$ cat src/ccf_pkg.sv
// Purpose: constants and types for the CAN feature configuration block
// Assumes: 32-bit register port, byte addresses, one clock
// Notes:   register offsets and bit positions named once here
// Function
// filter enable lets buffers share one identifier
// self-reception disable drops own transmitted frames
// global warning enable gates warning interrupts
// tx/rx warning masks, threshold 96
// warning flags at status bits 14, 15
// warning flags clear on writing one
// reset selects oscillator clock for protocol interface
// writing one selects system clock
// software switches clock only while halted
// clock switch applied on oscillator edge
// filter enable uses per-buffer masks
// disable in freeze: clock stop, ack bits
// warning request needs enable, mask, flag
// flag sets on crossing into threshold only
package ccf_pkg;

  localparam int          NUM_BUF      = 4;
  localparam int          ID_W         = 29;
  localparam int          CNT_W        = 8;
  localparam int          BUF_IDX_W    = 2;

  // ****************************************
  // register offsets
  // ****************************************
  localparam logic [7:0]  OFF_MODCFG   = 8'h00;
  localparam logic [7:0]  OFF_CTRL     = 8'h04;
  localparam logic [7:0]  OFF_ERRSTAT  = 8'h08;
  localparam logic [7:0]  OFF_BUFSTAT  = 8'h0C;
  localparam logic [7:0]  OFF_GMASK    = 8'h10;
  localparam logic [7:0]  OFF_ID0      = 8'h40;
  localparam logic [7:0]  OFF_BMASK0   = 8'h80;

  // ****************************************
  // bit positions
  // ****************************************
  localparam int          MODCFG_DISABLE     = 31;
  localparam int          MODCFG_HALT        = 28;
  localparam int          MODCFG_FREEZE_ACK  = 24;
  localparam int          MODCFG_LOWPWR_ACK  = 20;
  localparam int          MODCFG_BFE         = 15;
  localparam int          MODCFG_SELF_RX_OFF = 14;
  localparam int          MODCFG_WARN_EN     = 10;
  localparam int          CTRL_RXWMSK        = 21;
  localparam int          CTRL_TXWMSK        = 20;
  localparam int          CTRL_CLKSEL        = 13;
  localparam int          ERRSTAT_RXWFLAG    = 15;
  localparam int          ERRSTAT_TXWFLAG    = 14;
  localparam int          BST_IDX_LSB        = 8;

  // ****************************************
  // reset values and thresholds
  // ****************************************
  localparam logic [CNT_W-1:0] WARN_LEVEL   = 8'h60;
  localparam logic [ID_W-1:0]  GMASK_RST    = 29'h1FFFFFFF;
  localparam logic [ID_W-1:0]  BMASK_RST    = 29'h1FFFFFFF;
  localparam logic             CLKSEL_RST   = 1'b0;

  typedef struct packed {
    logic                           mod_disable;
    logic                           halt;
    logic                           bfe;
    logic                           self_rx_off;
    logic                           warn_en;
    logic                           rx_wmask;
    logic                           tx_wmask;
    logic                           clk_sel_req;
    logic                           clk_sel;
    logic                           tx_wflag;
    logic                           rx_wflag;
    logic                           tx_above;
    logic                           rx_above;
    logic                           lowpwr_ack;
    logic [2:0]                     osc_sync;
    logic [NUM_BUF-1:0]             full;
    logic [NUM_BUF-1:0][ID_W-1:0]   id;
    logic [NUM_BUF-1:0][ID_W-1:0]   bmask;
    logic [ID_W-1:0]                gmask;
    logic [31:0]                    rdata;
    logic                           store_vld;
    logic [BUF_IDX_W-1:0]           store_idx;
    logic [BUF_IDX_W-1:0]           last_idx;
  } ccf_state_t;

  typedef struct packed {
    logic                           valid;
    logic                           self_tx;
    logic [ID_W-1:0]                id;
  } ccf_rx_frame_t;

endpackage : ccf_pkg

$ cat src/ccf_top.sv
// Purpose: configuration, filtering and warning logic of a CAN controller
// Assumes: error counters and received frames come from same-clock logic
// Notes:   oscillator clock is sampled as a pin to time the clock switch
//
// Implementation choices: the address map and the strobed register port.
`timescale 1ns/1ps
`default_nettype none

module ccf_top (
  input  wire logic                             core_clk_in,
  input  wire logic                             rst_in,
  input  wire logic [7:0]                       addr_in,
  input  wire logic [31:0]                      wdata_in,
  input  wire logic                             wr_in,
  input  wire logic                             rd_in,
  output logic      [31:0]                      rdata_out,
  input  wire logic [ccf_pkg::CNT_W-1:0]        tx_err_cnt_in,
  input  wire logic [ccf_pkg::CNT_W-1:0]        rx_err_cnt_in,
  input  wire ccf_pkg::ccf_rx_frame_t           rx_frame_in,
  input  wire logic                             osc_clk_in,
  output logic                                  store_valid_out,
  output logic      [ccf_pkg::BUF_IDX_W-1:0]    store_buf_out,
  output logic                                  proto_clock_select_out,
  output logic                                  clk_stop_req_out,
  output logic                                  freeze_ack_out,
  output logic                                  low_power_ack_out,
  output logic                                  irq_out
);

  ccf_pkg::ccf_state_t st_ff;
  ccf_pkg::ccf_state_t nxt_st;

  logic                            frozen;
  logic                            tx_now;
  logic                            rx_now;
  logic                            osc_rise;
  logic                            found;
  logic [ccf_pkg::BUF_IDX_W-1:0]   hit_idx;
  logic [ccf_pkg::ID_W-1:0]        eff_mask;
  logic [31:0]                     rd_val;
  logic [31:0]                     w1c;
  logic [7:0]                      idx_addr;

  // ****************************************
  // combinational helpers
  // ****************************************
  // frozen only while halted and not in low power
  assign frozen   = st_ff.halt & ~st_ff.lowpwr_ack;
  assign tx_now   = tx_err_cnt_in >= ccf_pkg::WARN_LEVEL;
  assign rx_now   = rx_err_cnt_in >= ccf_pkg::WARN_LEVEL;
  // only the second and third stages are looked at
  assign osc_rise = st_ff.osc_sync[1] & ~st_ff.osc_sync[2];
  assign w1c      = (wr_in && addr_in == ccf_pkg::OFF_ERRSTAT) ? wdata_in : 32'h0;

  // ****************************************
  // acceptance filter
  // ****************************************
  always_comb begin
    found    = 1'b0;
    hit_idx  = '0;
    eff_mask = '0;
    for (int i = 0; i < ccf_pkg::NUM_BUF; i++) begin
      // per-buffer masks replace the global mask when queuing
      eff_mask = st_ff.bfe ? st_ff.bmask[i] : st_ff.gmask;
      if (!found && (((rx_frame_in.id ^ st_ff.id[i]) & eff_mask) == '0)) begin
        // queuing skips filled buffers, so the next one takes the frame
        if (!st_ff.bfe || !st_ff.full[i]) begin
          found   = 1'b1;
          hit_idx = i[ccf_pkg::BUF_IDX_W-1:0];
        end
      end
    end
  end

  // ****************************************
  // read mux
  // ****************************************
  always_comb begin
    rd_val   = 32'h0;
    idx_addr = 8'h0;
    case (addr_in)
      ccf_pkg::OFF_MODCFG: begin
        rd_val[ccf_pkg::MODCFG_DISABLE]     = st_ff.mod_disable;
        rd_val[ccf_pkg::MODCFG_HALT]        = st_ff.halt;
        rd_val[ccf_pkg::MODCFG_FREEZE_ACK]  = frozen;
        rd_val[ccf_pkg::MODCFG_LOWPWR_ACK]  = st_ff.lowpwr_ack;
        rd_val[ccf_pkg::MODCFG_BFE]         = st_ff.bfe;
        rd_val[ccf_pkg::MODCFG_SELF_RX_OFF] = st_ff.self_rx_off;
        rd_val[ccf_pkg::MODCFG_WARN_EN]     = st_ff.warn_en;
      end
      ccf_pkg::OFF_CTRL: begin
        rd_val[ccf_pkg::CTRL_RXWMSK] = st_ff.rx_wmask;
        rd_val[ccf_pkg::CTRL_TXWMSK] = st_ff.tx_wmask;
        rd_val[ccf_pkg::CTRL_CLKSEL] = st_ff.clk_sel_req;
      end
      ccf_pkg::OFF_ERRSTAT: begin
        rd_val[ccf_pkg::ERRSTAT_RXWFLAG] = st_ff.rx_wflag;
        rd_val[ccf_pkg::ERRSTAT_TXWFLAG] = st_ff.tx_wflag;
      end
      ccf_pkg::OFF_BUFSTAT: begin
        rd_val[ccf_pkg::NUM_BUF-1:0] = st_ff.full;
        rd_val[ccf_pkg::BST_IDX_LSB +: ccf_pkg::BUF_IDX_W] = st_ff.last_idx;
      end
      ccf_pkg::OFF_GMASK: begin
        rd_val[ccf_pkg::ID_W-1:0] = st_ff.gmask;
      end
      default: begin
        for (int i = 0; i < ccf_pkg::NUM_BUF; i++) begin
          idx_addr = 8'(i * 4);
          if (addr_in == ccf_pkg::OFF_ID0 + idx_addr) begin
            rd_val[ccf_pkg::ID_W-1:0] = st_ff.id[i];
          end
          if (addr_in == ccf_pkg::OFF_BMASK0 + idx_addr) begin
            rd_val[ccf_pkg::ID_W-1:0] = st_ff.bmask[i];
          end
        end
      end
    endcase
  end

  // ****************************************
  // next state
  // ****************************************
  always_comb begin
    nxt_st           = st_ff;
    nxt_st.rdata     = rd_in ? rd_val : 32'h0;
    nxt_st.store_vld = 1'b0;
    nxt_st.osc_sync  = {st_ff.osc_sync[1:0], osc_clk_in};

    // register writes
    if (wr_in) begin
      case (addr_in)
        ccf_pkg::OFF_MODCFG: begin
          nxt_st.mod_disable = wdata_in[ccf_pkg::MODCFG_DISABLE];
          nxt_st.halt        = wdata_in[ccf_pkg::MODCFG_HALT];
          nxt_st.bfe         = wdata_in[ccf_pkg::MODCFG_BFE];
          nxt_st.self_rx_off = wdata_in[ccf_pkg::MODCFG_SELF_RX_OFF];
          nxt_st.warn_en     = wdata_in[ccf_pkg::MODCFG_WARN_EN];
        end
        ccf_pkg::OFF_CTRL: begin
          nxt_st.rx_wmask    = wdata_in[ccf_pkg::CTRL_RXWMSK];
          nxt_st.tx_wmask    = wdata_in[ccf_pkg::CTRL_TXWMSK];
          nxt_st.clk_sel_req = wdata_in[ccf_pkg::CTRL_CLKSEL];
        end
        ccf_pkg::OFF_BUFSTAT: begin
          // writing one releases a filled buffer
          nxt_st.full = st_ff.full & ~wdata_in[ccf_pkg::NUM_BUF-1:0];
        end
        ccf_pkg::OFF_GMASK: begin
          nxt_st.gmask = wdata_in[ccf_pkg::ID_W-1:0];
        end
        default: begin
          for (int i = 0; i < ccf_pkg::NUM_BUF; i++) begin
            if (addr_in == ccf_pkg::OFF_ID0 + 8'(i * 4)) begin
              nxt_st.id[i] = wdata_in[ccf_pkg::ID_W-1:0];
            end
            if (addr_in == ccf_pkg::OFF_BMASK0 + 8'(i * 4)) begin
              nxt_st.bmask[i] = wdata_in[ccf_pkg::ID_W-1:0];
            end
          end
        end
      endcase
    end

    // software switches only while halted; the device does not enforce it

    // new source taken only on an oscillator edge, so halt and select
    // writes in different oscillator periods never meet in one period
    if (osc_rise) begin
      nxt_st.clk_sel = st_ff.clk_sel_req;
    end

    // warning flags: clear by one, set wins over the clear
    nxt_st.tx_above = tx_now;
    nxt_st.rx_above = rx_now;
    if (w1c[ccf_pkg::ERRSTAT_TXWFLAG]) begin
      nxt_st.tx_wflag = 1'b0;
    end
    if (w1c[ccf_pkg::ERRSTAT_RXWFLAG]) begin
      nxt_st.rx_wflag = 1'b0;
    end
    if (tx_now && !st_ff.tx_above) begin
      nxt_st.tx_wflag = 1'b1;
    end
    if (rx_now && !st_ff.rx_above) begin
      nxt_st.rx_wflag = 1'b1;
    end

    // low power entered only from freeze, left when disable drops
    if (st_ff.mod_disable && frozen) begin
      nxt_st.lowpwr_ack = 1'b1;
    end else if (!st_ff.mod_disable) begin
      nxt_st.lowpwr_ack = 1'b0;
    end

    // frame storage; no reception while halted or in low power
    if (rx_frame_in.valid && found && !st_ff.halt && !st_ff.lowpwr_ack) begin
      if (!(st_ff.self_rx_off && rx_frame_in.self_tx)) begin
        nxt_st.full[hit_idx] = 1'b1;
        nxt_st.store_vld     = 1'b1;
        nxt_st.store_idx     = hit_idx;
        nxt_st.last_idx      = hit_idx;
      end
    end
  end

  // ****************************************
  // state register
  // ****************************************
  always_ff @(posedge core_clk_in) begin
    if (rst_in) begin
      st_ff             <= '0;
      st_ff.clk_sel_req <= ccf_pkg::CLKSEL_RST;
      st_ff.clk_sel     <= ccf_pkg::CLKSEL_RST;
      st_ff.gmask       <= ccf_pkg::GMASK_RST;
      st_ff.bmask       <= {ccf_pkg::NUM_BUF{ccf_pkg::BMASK_RST}};
    end else begin
      st_ff <= nxt_st;
    end
  end

  // ****************************************
  // outputs
  // ****************************************
  assign rdata_out              = st_ff.rdata;
  assign store_valid_out        = st_ff.store_vld;
  assign store_buf_out          = st_ff.store_idx;
  assign proto_clock_select_out = st_ff.clk_sel;
  assign clk_stop_req_out       = st_ff.lowpwr_ack;
  assign freeze_ack_out         = frozen;
  assign low_power_ack_out      = st_ff.lowpwr_ack;
  // level request, drops as soon as the flag is cleared
  assign irq_out = st_ff.warn_en & ((st_ff.tx_wflag & st_ff.tx_wmask) |
                                  (st_ff.rx_wflag & st_ff.rx_wmask));

endmodule : ccf_top

`default_nettype wire

$ cat config.mk
export PLATFORM = sky130hd
export DESIGN_NAME = ccf_top
export DESIGN_NICKNAME = d
export VERILOG_FILES = /design/src/ccf_pkg.sv /design/src/ccf_top.sv
export SDC_FILE = /design/constraint.sdc
export NUM_CORES = 1
export LEC_CHECK = 0
export BUFFER_PORTS_ARGS = -buffer_cell sky130_fd_sc_hd__buf_2
export CAP_MARGIN = 0
export CORE_MARGIN = 5
export CORE_UTILIZATION = 56
export CTS_BUF_LIST = sky130_fd_sc_hd__clkbuf_16
export DETAILED_ROUTE_END_ITERATION = 7
export PLACE_DENSITY = 0.75
export SLEW_MARGIN = 10
export SYNTH_ARGS = -nofsm -noshare
export SYNTH_HDL_FRONTEND = slang
export SYNTH_SLANG_ARGS = --single-unit
$ cat constraint.sdc
create_clock -name core_clk_in -period 2.4 [get_ports core_clk_in]
set_input_delay 0.36 -clock core_clk_in [delete_from_list [all_inputs] [get_ports core_clk_in]]
set_output_delay 0.36 -clock core_clk_in [all_outputs]
set_load 0.01 [all_outputs]
# --- Yosys cells after proc, flatten, opt, wreduce, memory -nomap -nowiden ---
# Cells that the tools add are included.
word_totals:
  out_inout_bits: 40
  reg_bits: 317
  wordCells: 192
op_classes:
  reduce_logical: 57
  muxes: 64
  eq_ne: 13
  magnitude_cmp: 4
  n_bitwise: 24
ops:
  columns: ["operator", "count"]
  rows:
  - ["$mux 29", 21]
  - ["$mux 265", 1]
  - ["$mux 232", 1]
  - ["$and 29x29->29", 4]
  - ["$logic_not 29->1", 4]
  - ["$xor 29x29->29", 4]
  - ["$eq 8x7->1 const B", 4]
  - ["$eq 8x8->1 const B", 4]
  - ["$reduce_and 3->1", 8]
  - ["$mux 1", 17]
  - ["$eq 8x4->1 const B", 2]
  - ["$ge 8x7->1 const B", 2]
  - ["$mux 16", 1]
  - ["$pmux 4 s2", 2]
  - ["$pmux 1 s3", 5]
  - ["$logic_and 1x1->1", 12]
  - ["$logic_not 1->1", 12]
  - ["$mux 4", 3]
  - ["$pmux 4 s3", 1]
  - ["$reduce_or 3->1", 4]
  - ["$eq 8x3->1 const B", 1]
  - ["$eq 8x5->1 const B", 1]
  - ["$logic_not 8->1", 1]
  - ["$mux 2", 4]
  - ["21 further kinds", 43]

# --- Longest topological paths before layout ---
logic_depth:
  word_depth: 20
  mapped_depth: 11

# --- Worst setup path after synthesis ---
# No wires, ideal clock.
synth_path:
  path_kind: "flip-flop to flip-flop"
  startpoint: "register st_ff[316] in the netlist's numbering"
  endpoint: "register st_ff[300] in the netlist's numbering"
  t_arrival_ps: 2057
  path_stages_with_launch: 8
  synth_period_minus_slack_ps: 2128
  setup_slack_ps: 272
  required_ps: 2330
  setup_ps: 70
  cell_sequence: "dfxtp_1 buf_2 mux2_2 a2111oi_0 nand3_1 nor3_2 or4b_1 a21oi_1"
synth_between:
  elab_chain_cells: 20
synth_lines:
  columns: ["element", "line", "rtl"]
  rows:
  - ["from (decl)", "ccf_top.sv:30", "ccf_pkg::ccf_state_t st_ff;"]
  - ["from (signal assigned)", "ccf_top.sv:218", "st_ff <= nxt_st;"]
  - ["$mux 29 / $logic_not 1->1 (equally long branches)", "ccf_top.sv:64, ccf_top.sv:67", null]
  - ["$and 29x29->29 / $logic_or 1x1->1 (equally long branches)", "ccf_top.sv:65, ccf_top.sv:67", null]
  - ["$logic_not 29->1 / $mux 1 (equally long branches)", "ccf_top.sv:65, ccf_top.sv:67", null]
  - ["$mux 1", "ccf_top.sv:65", "if (!found && (((rx_frame_in.id ^ st_ff.id[i]) & eff_mask) == '0)) begin"]
  - ["$logic_not 1->1", "ccf_top.sv:65", null]
  - ["$logic_and 1x1->1", "ccf_top.sv:65", null]
  - ["$mux 1", "ccf_top.sv:65", null]
  - ["$logic_not 1->1", "ccf_top.sv:65", null]
  - ["(+4 left out)", null, null]
  - ["$mux 2", "ccf_top.sv:65", null]
  - ["$lt 2x3->1 (implied by the code) / $ge 2x1->1 (equally long branches)", "ccf_top.sv:199", "nxt_st.full[hit_idx] = 1'b1;"]
  - ["$logic_and 1x1->1 (implied by the code)", "ccf_top.sv:199", null]
  - ["$mux 1 (implied by the code)", "ccf_top.sv:199", null]
  - ["$demux 1 s2", "ccf_top.sv:199", null]
  - ["$or 4x4->4 (no line)", null, null]
  - ["$mux 4", "ccf_top.sv:198", "if (!(st_ff.self_rx_off && rx_frame_in.self_tx)) begin"]
  - ["$mux 4 (*)", "ccf_top.sv:197", "if (rx_frame_in.valid && found && !st_ff.halt && !st_ff.lowpwr_ack) begin"]
# Every way passes the cells marked *; elsewhere a longest branch is shown, timed or not.
# A chain may end at the register's enable or synchronous reset.

# --- Final worst setup path ---
# Same ends and word-level chain as after synthesis.

==> impl_metrics.json <==
{
  "layout_common_cells": "586 x nand2_1, 314 x dfxtp_1, 205 x a21oi_1",
  "violations": "setup timing",
  "synth_flop_cell": "dfxtp_1",
  "powerDensity_nw_per_um2": 581,
  "core_area_sq_um": 28500,
  "viasPerCell": 6.52,
  "synth_area_sq_um": 16100,
  "report.final.slew_viol_count": 0,
  "cts_tree": "yes",
  "peakVddDrop_v": 0.000478,
  "htreeDepth": 2,
  "worstPathRequired_ps": 2870,
  "worstSetupEndpointType": "flip-flop",
  "placed_area_sq_um": 17800,
  "start_util": 0.563,
  "wl_per_cell_um": 25.8,
  "num_rows": 62,
  "skew_ps": 12.6,
  "period_share": 1.12,
  "root_buffer": "clkbuf_16",
  "grt_pass1_wl_mm": 99.8,
  "cts-buffers-inserted": 36,
  "min_path_cells": 2,
  "cts.sinks": 315,
  "synth.area.mux_share": 0.0188,
  "rsz0062_at_grt": "yes",
  "worst_path_most_repeated_cell": "buf_12",
  "fmax_mhz": 373,
  "drt_pass1_iterations": 7,
  "holdBufCountCts": 0,
  "synthAdderAreaFrac": 0,
  "vias": 17000,
  "drive_gt1_frac": 0.208,
  "drc": 0,
  "dpl.hpwl_mm": 45.6,
  "cap_violations": 0,
  "grt-ovfl-total": 0,
  "synth_seq_cells": 315,
  "p_leak_nw": 7.64,
  "die_h_um": 179,
  "cts.clk_slew.worst_paths_ps": 60,
  "grt_use_total": 0.397,
  "ys_types": 57,
  "worstMarginPinSlew_ps": 886,
  "reg2reg_setup_slack_ps": -280,
  "r2r_end": "st_ff[300]",
  "outcome": "finished with violations",
  "syn_avg_cell_area_sq_um": 7.74,
  "first_global_vias": 16100,
  "gp_congestion": 1.06,
  "hp-class": "primary input to flip-flop",
  "crit_type": "flip-flop to flip-flop",
  "start_kind": "flip-flop",
  "area_growth_pct": 22.1,
  "critPathLaunch": "st_ff[316]",
  "path_cells": "buf_12, buf_12, buf_16, buf_8, nand2_1, a21oi_1, nor4_1, nand4_1, nor3_4, buf_6, or4b_4, a21oi_2",
  "ys_seq_area_frac": 0.392,
  "antenna_found_initial": 3,
  "syn_inst": 2077,
  "postRouteAntennaNets": 0,
  "synth_top_family_by_area": "simple AND/OR/NAND/NOR gates",
  "rr_startpoint": "st_ff[316]",
  "hold_violations": 0,
  "min_to": "nxt_st[303]",
  "hp-start": "osc_clk_in",
  "synthXorXnorAreaFrac": 0.0632,
  "timing.final.ws_setup_ps": -278,
  "reg2regPathDepth": 12,
  "slowest_delay_ps": 450,
  "die_w_um": 179,
  "slowest_stage": "or4b_4",
  "arrival_ps": 3150,
  "io_buffers": 117,
  "max_slew_margin": 0.410,
  "final_nets": 2295,
  "drt_first_iter_violations": 2959,
  "wl_mm": 67.5,
  "clockBufferDepth": 3,
  "synth-compound-area-share": 0.177,
  "synth_edf_count": 0,
  "post_synth_and_or_nand_nor_area_fraction": 0.274,
  "die_area_sq_um": 32200,
  "yosys_warnings": 0,
  "io_pins": 132,
  "final_common_cell": "nand2_1",
  "cp_max_fo": 7,
  "setup_violations": 7,
  "fin_crit_ps": 2680,
  "clock_latency_ps": 530,
  "synthArstFlopShare": 0,
  "grt_max_degree": 128,
  "setup-tns-final_ps": -1350,
  "final_area_sq_um": 19600
}
-- worst max-delay path by stage --
| stage | cells after the start | endpoint | slack [ps] |
|---|---|---|---|
| final | 12 | st_ff[300] | -280 |
| after global routing | 12 | st_ff[300] | -410 |
| after CTS | 11 | st_ff[300] | -130 |
| after detailed placement | 10 | st_ff[300] | -350 |
| after global placement | 10 | st_ff[300] | -310 |
| after floorplan | 7 | st_ff[300] | 270 |
-- final cells by class --
type | count | area [sq um]
diodes | 2 | 5.00
clock buffers | 38 | 951
clock inverters | 24 | 179
fillers | 2406 | 8910
inverters | 3 | 11.3
multi-input cells | 1523 | 8970
flip-flops and latches | 315 | 6310
well taps | 384 | 480
repair buffers | 324 | 2720
-- flip-flops by register name, indices dropped and copies added (netlist names) --
register / count
st_ff: 280
nxt_st: 2
clk_stop_req_out: 1
rdata_out: 30
proto_clock_select_out: 1
store_valid_out: 1
-- synth_stat cells (all sizes together) (15+ instances only) --
cell    instances  area share
nor4           25       0.011
a22oi          25       0.012
and3           33       0.013
nor2           56       0.014
a21oi         223       0.069
o21ai          19      0.0059
a222oi         24       0.015
a211o          36       0.020
xnor2         110       0.060
a31oi          15      0.0058
mux2i          28       0.017
nand2b         26       0.010
nand3b        120       0.056
a221oi         46       0.025
dfxtp         315        0.39
clkbuf         82       0.019
buf           155       0.056
nand2         590        0.14
nor3           25      0.0081
o22ai          20      0.0078
nand3          34       0.011
-- worst max-delay path: cells and delay by family (launching register included) --
family / cells / cell delay, ps
compound gates: 2 / 190
buf+inv: 5 / 700
flops: 1 / 360
simple gates: 5 / 1360
-- stage by stage --
stage	hold WS (ps)	std cells	utilization	worst slack, ps	power [mW]
detailed placement	419	2526	0.623	-353	6.13
CTS	45.7	2602	0.681	-131	11.4
finish	44.8	2613	0.688	-278	11.4
global placement	412	2526	0.623	-306	6.13
floorplan	399	2078	-	272	5.81
global route	68.9	2612	0.688	-415	11.7
-- metal layers --
metal,up-vias,GRT usage,part of all wire
met5,-,0,0.00019
met1,7876,0.521,0.37
met4,2,0.236,0.070
met2,1454,0.591,0.42
li1,7393,-,-
met3,317,0.100,0.14
-- cell families (layout without fill, tap and decap cells) --
logic type      after synthesis  count (layout)
simple gates                936             936
compound gates              439             439
other cells                   1               4
flops                       315             315
mux                          30              30
buf+inv                     240             389
xor+xnor                    116             116
-- repair_timing --
item,in CTS,in global routing
setup buffers,13,8
setup endpoints to repair,7,7
gates cloned,2,1
gates resized for setup,70,25
pin swaps,30,17
-- power by group --
| group | total [mW] | internal [mW] | leakage (nW) | switching, mW |
|---|---|---|---|---|
| Sequential | 5.26 | 5.25 | 2.55 | 0.0170 |
| Clock | 5.33 | 3.08 | 0.579 | 2.25 |
| Combinational | 0.819 | 0.298 | 4.51 | 0.521 |
(Power assumes the default switching activity.)
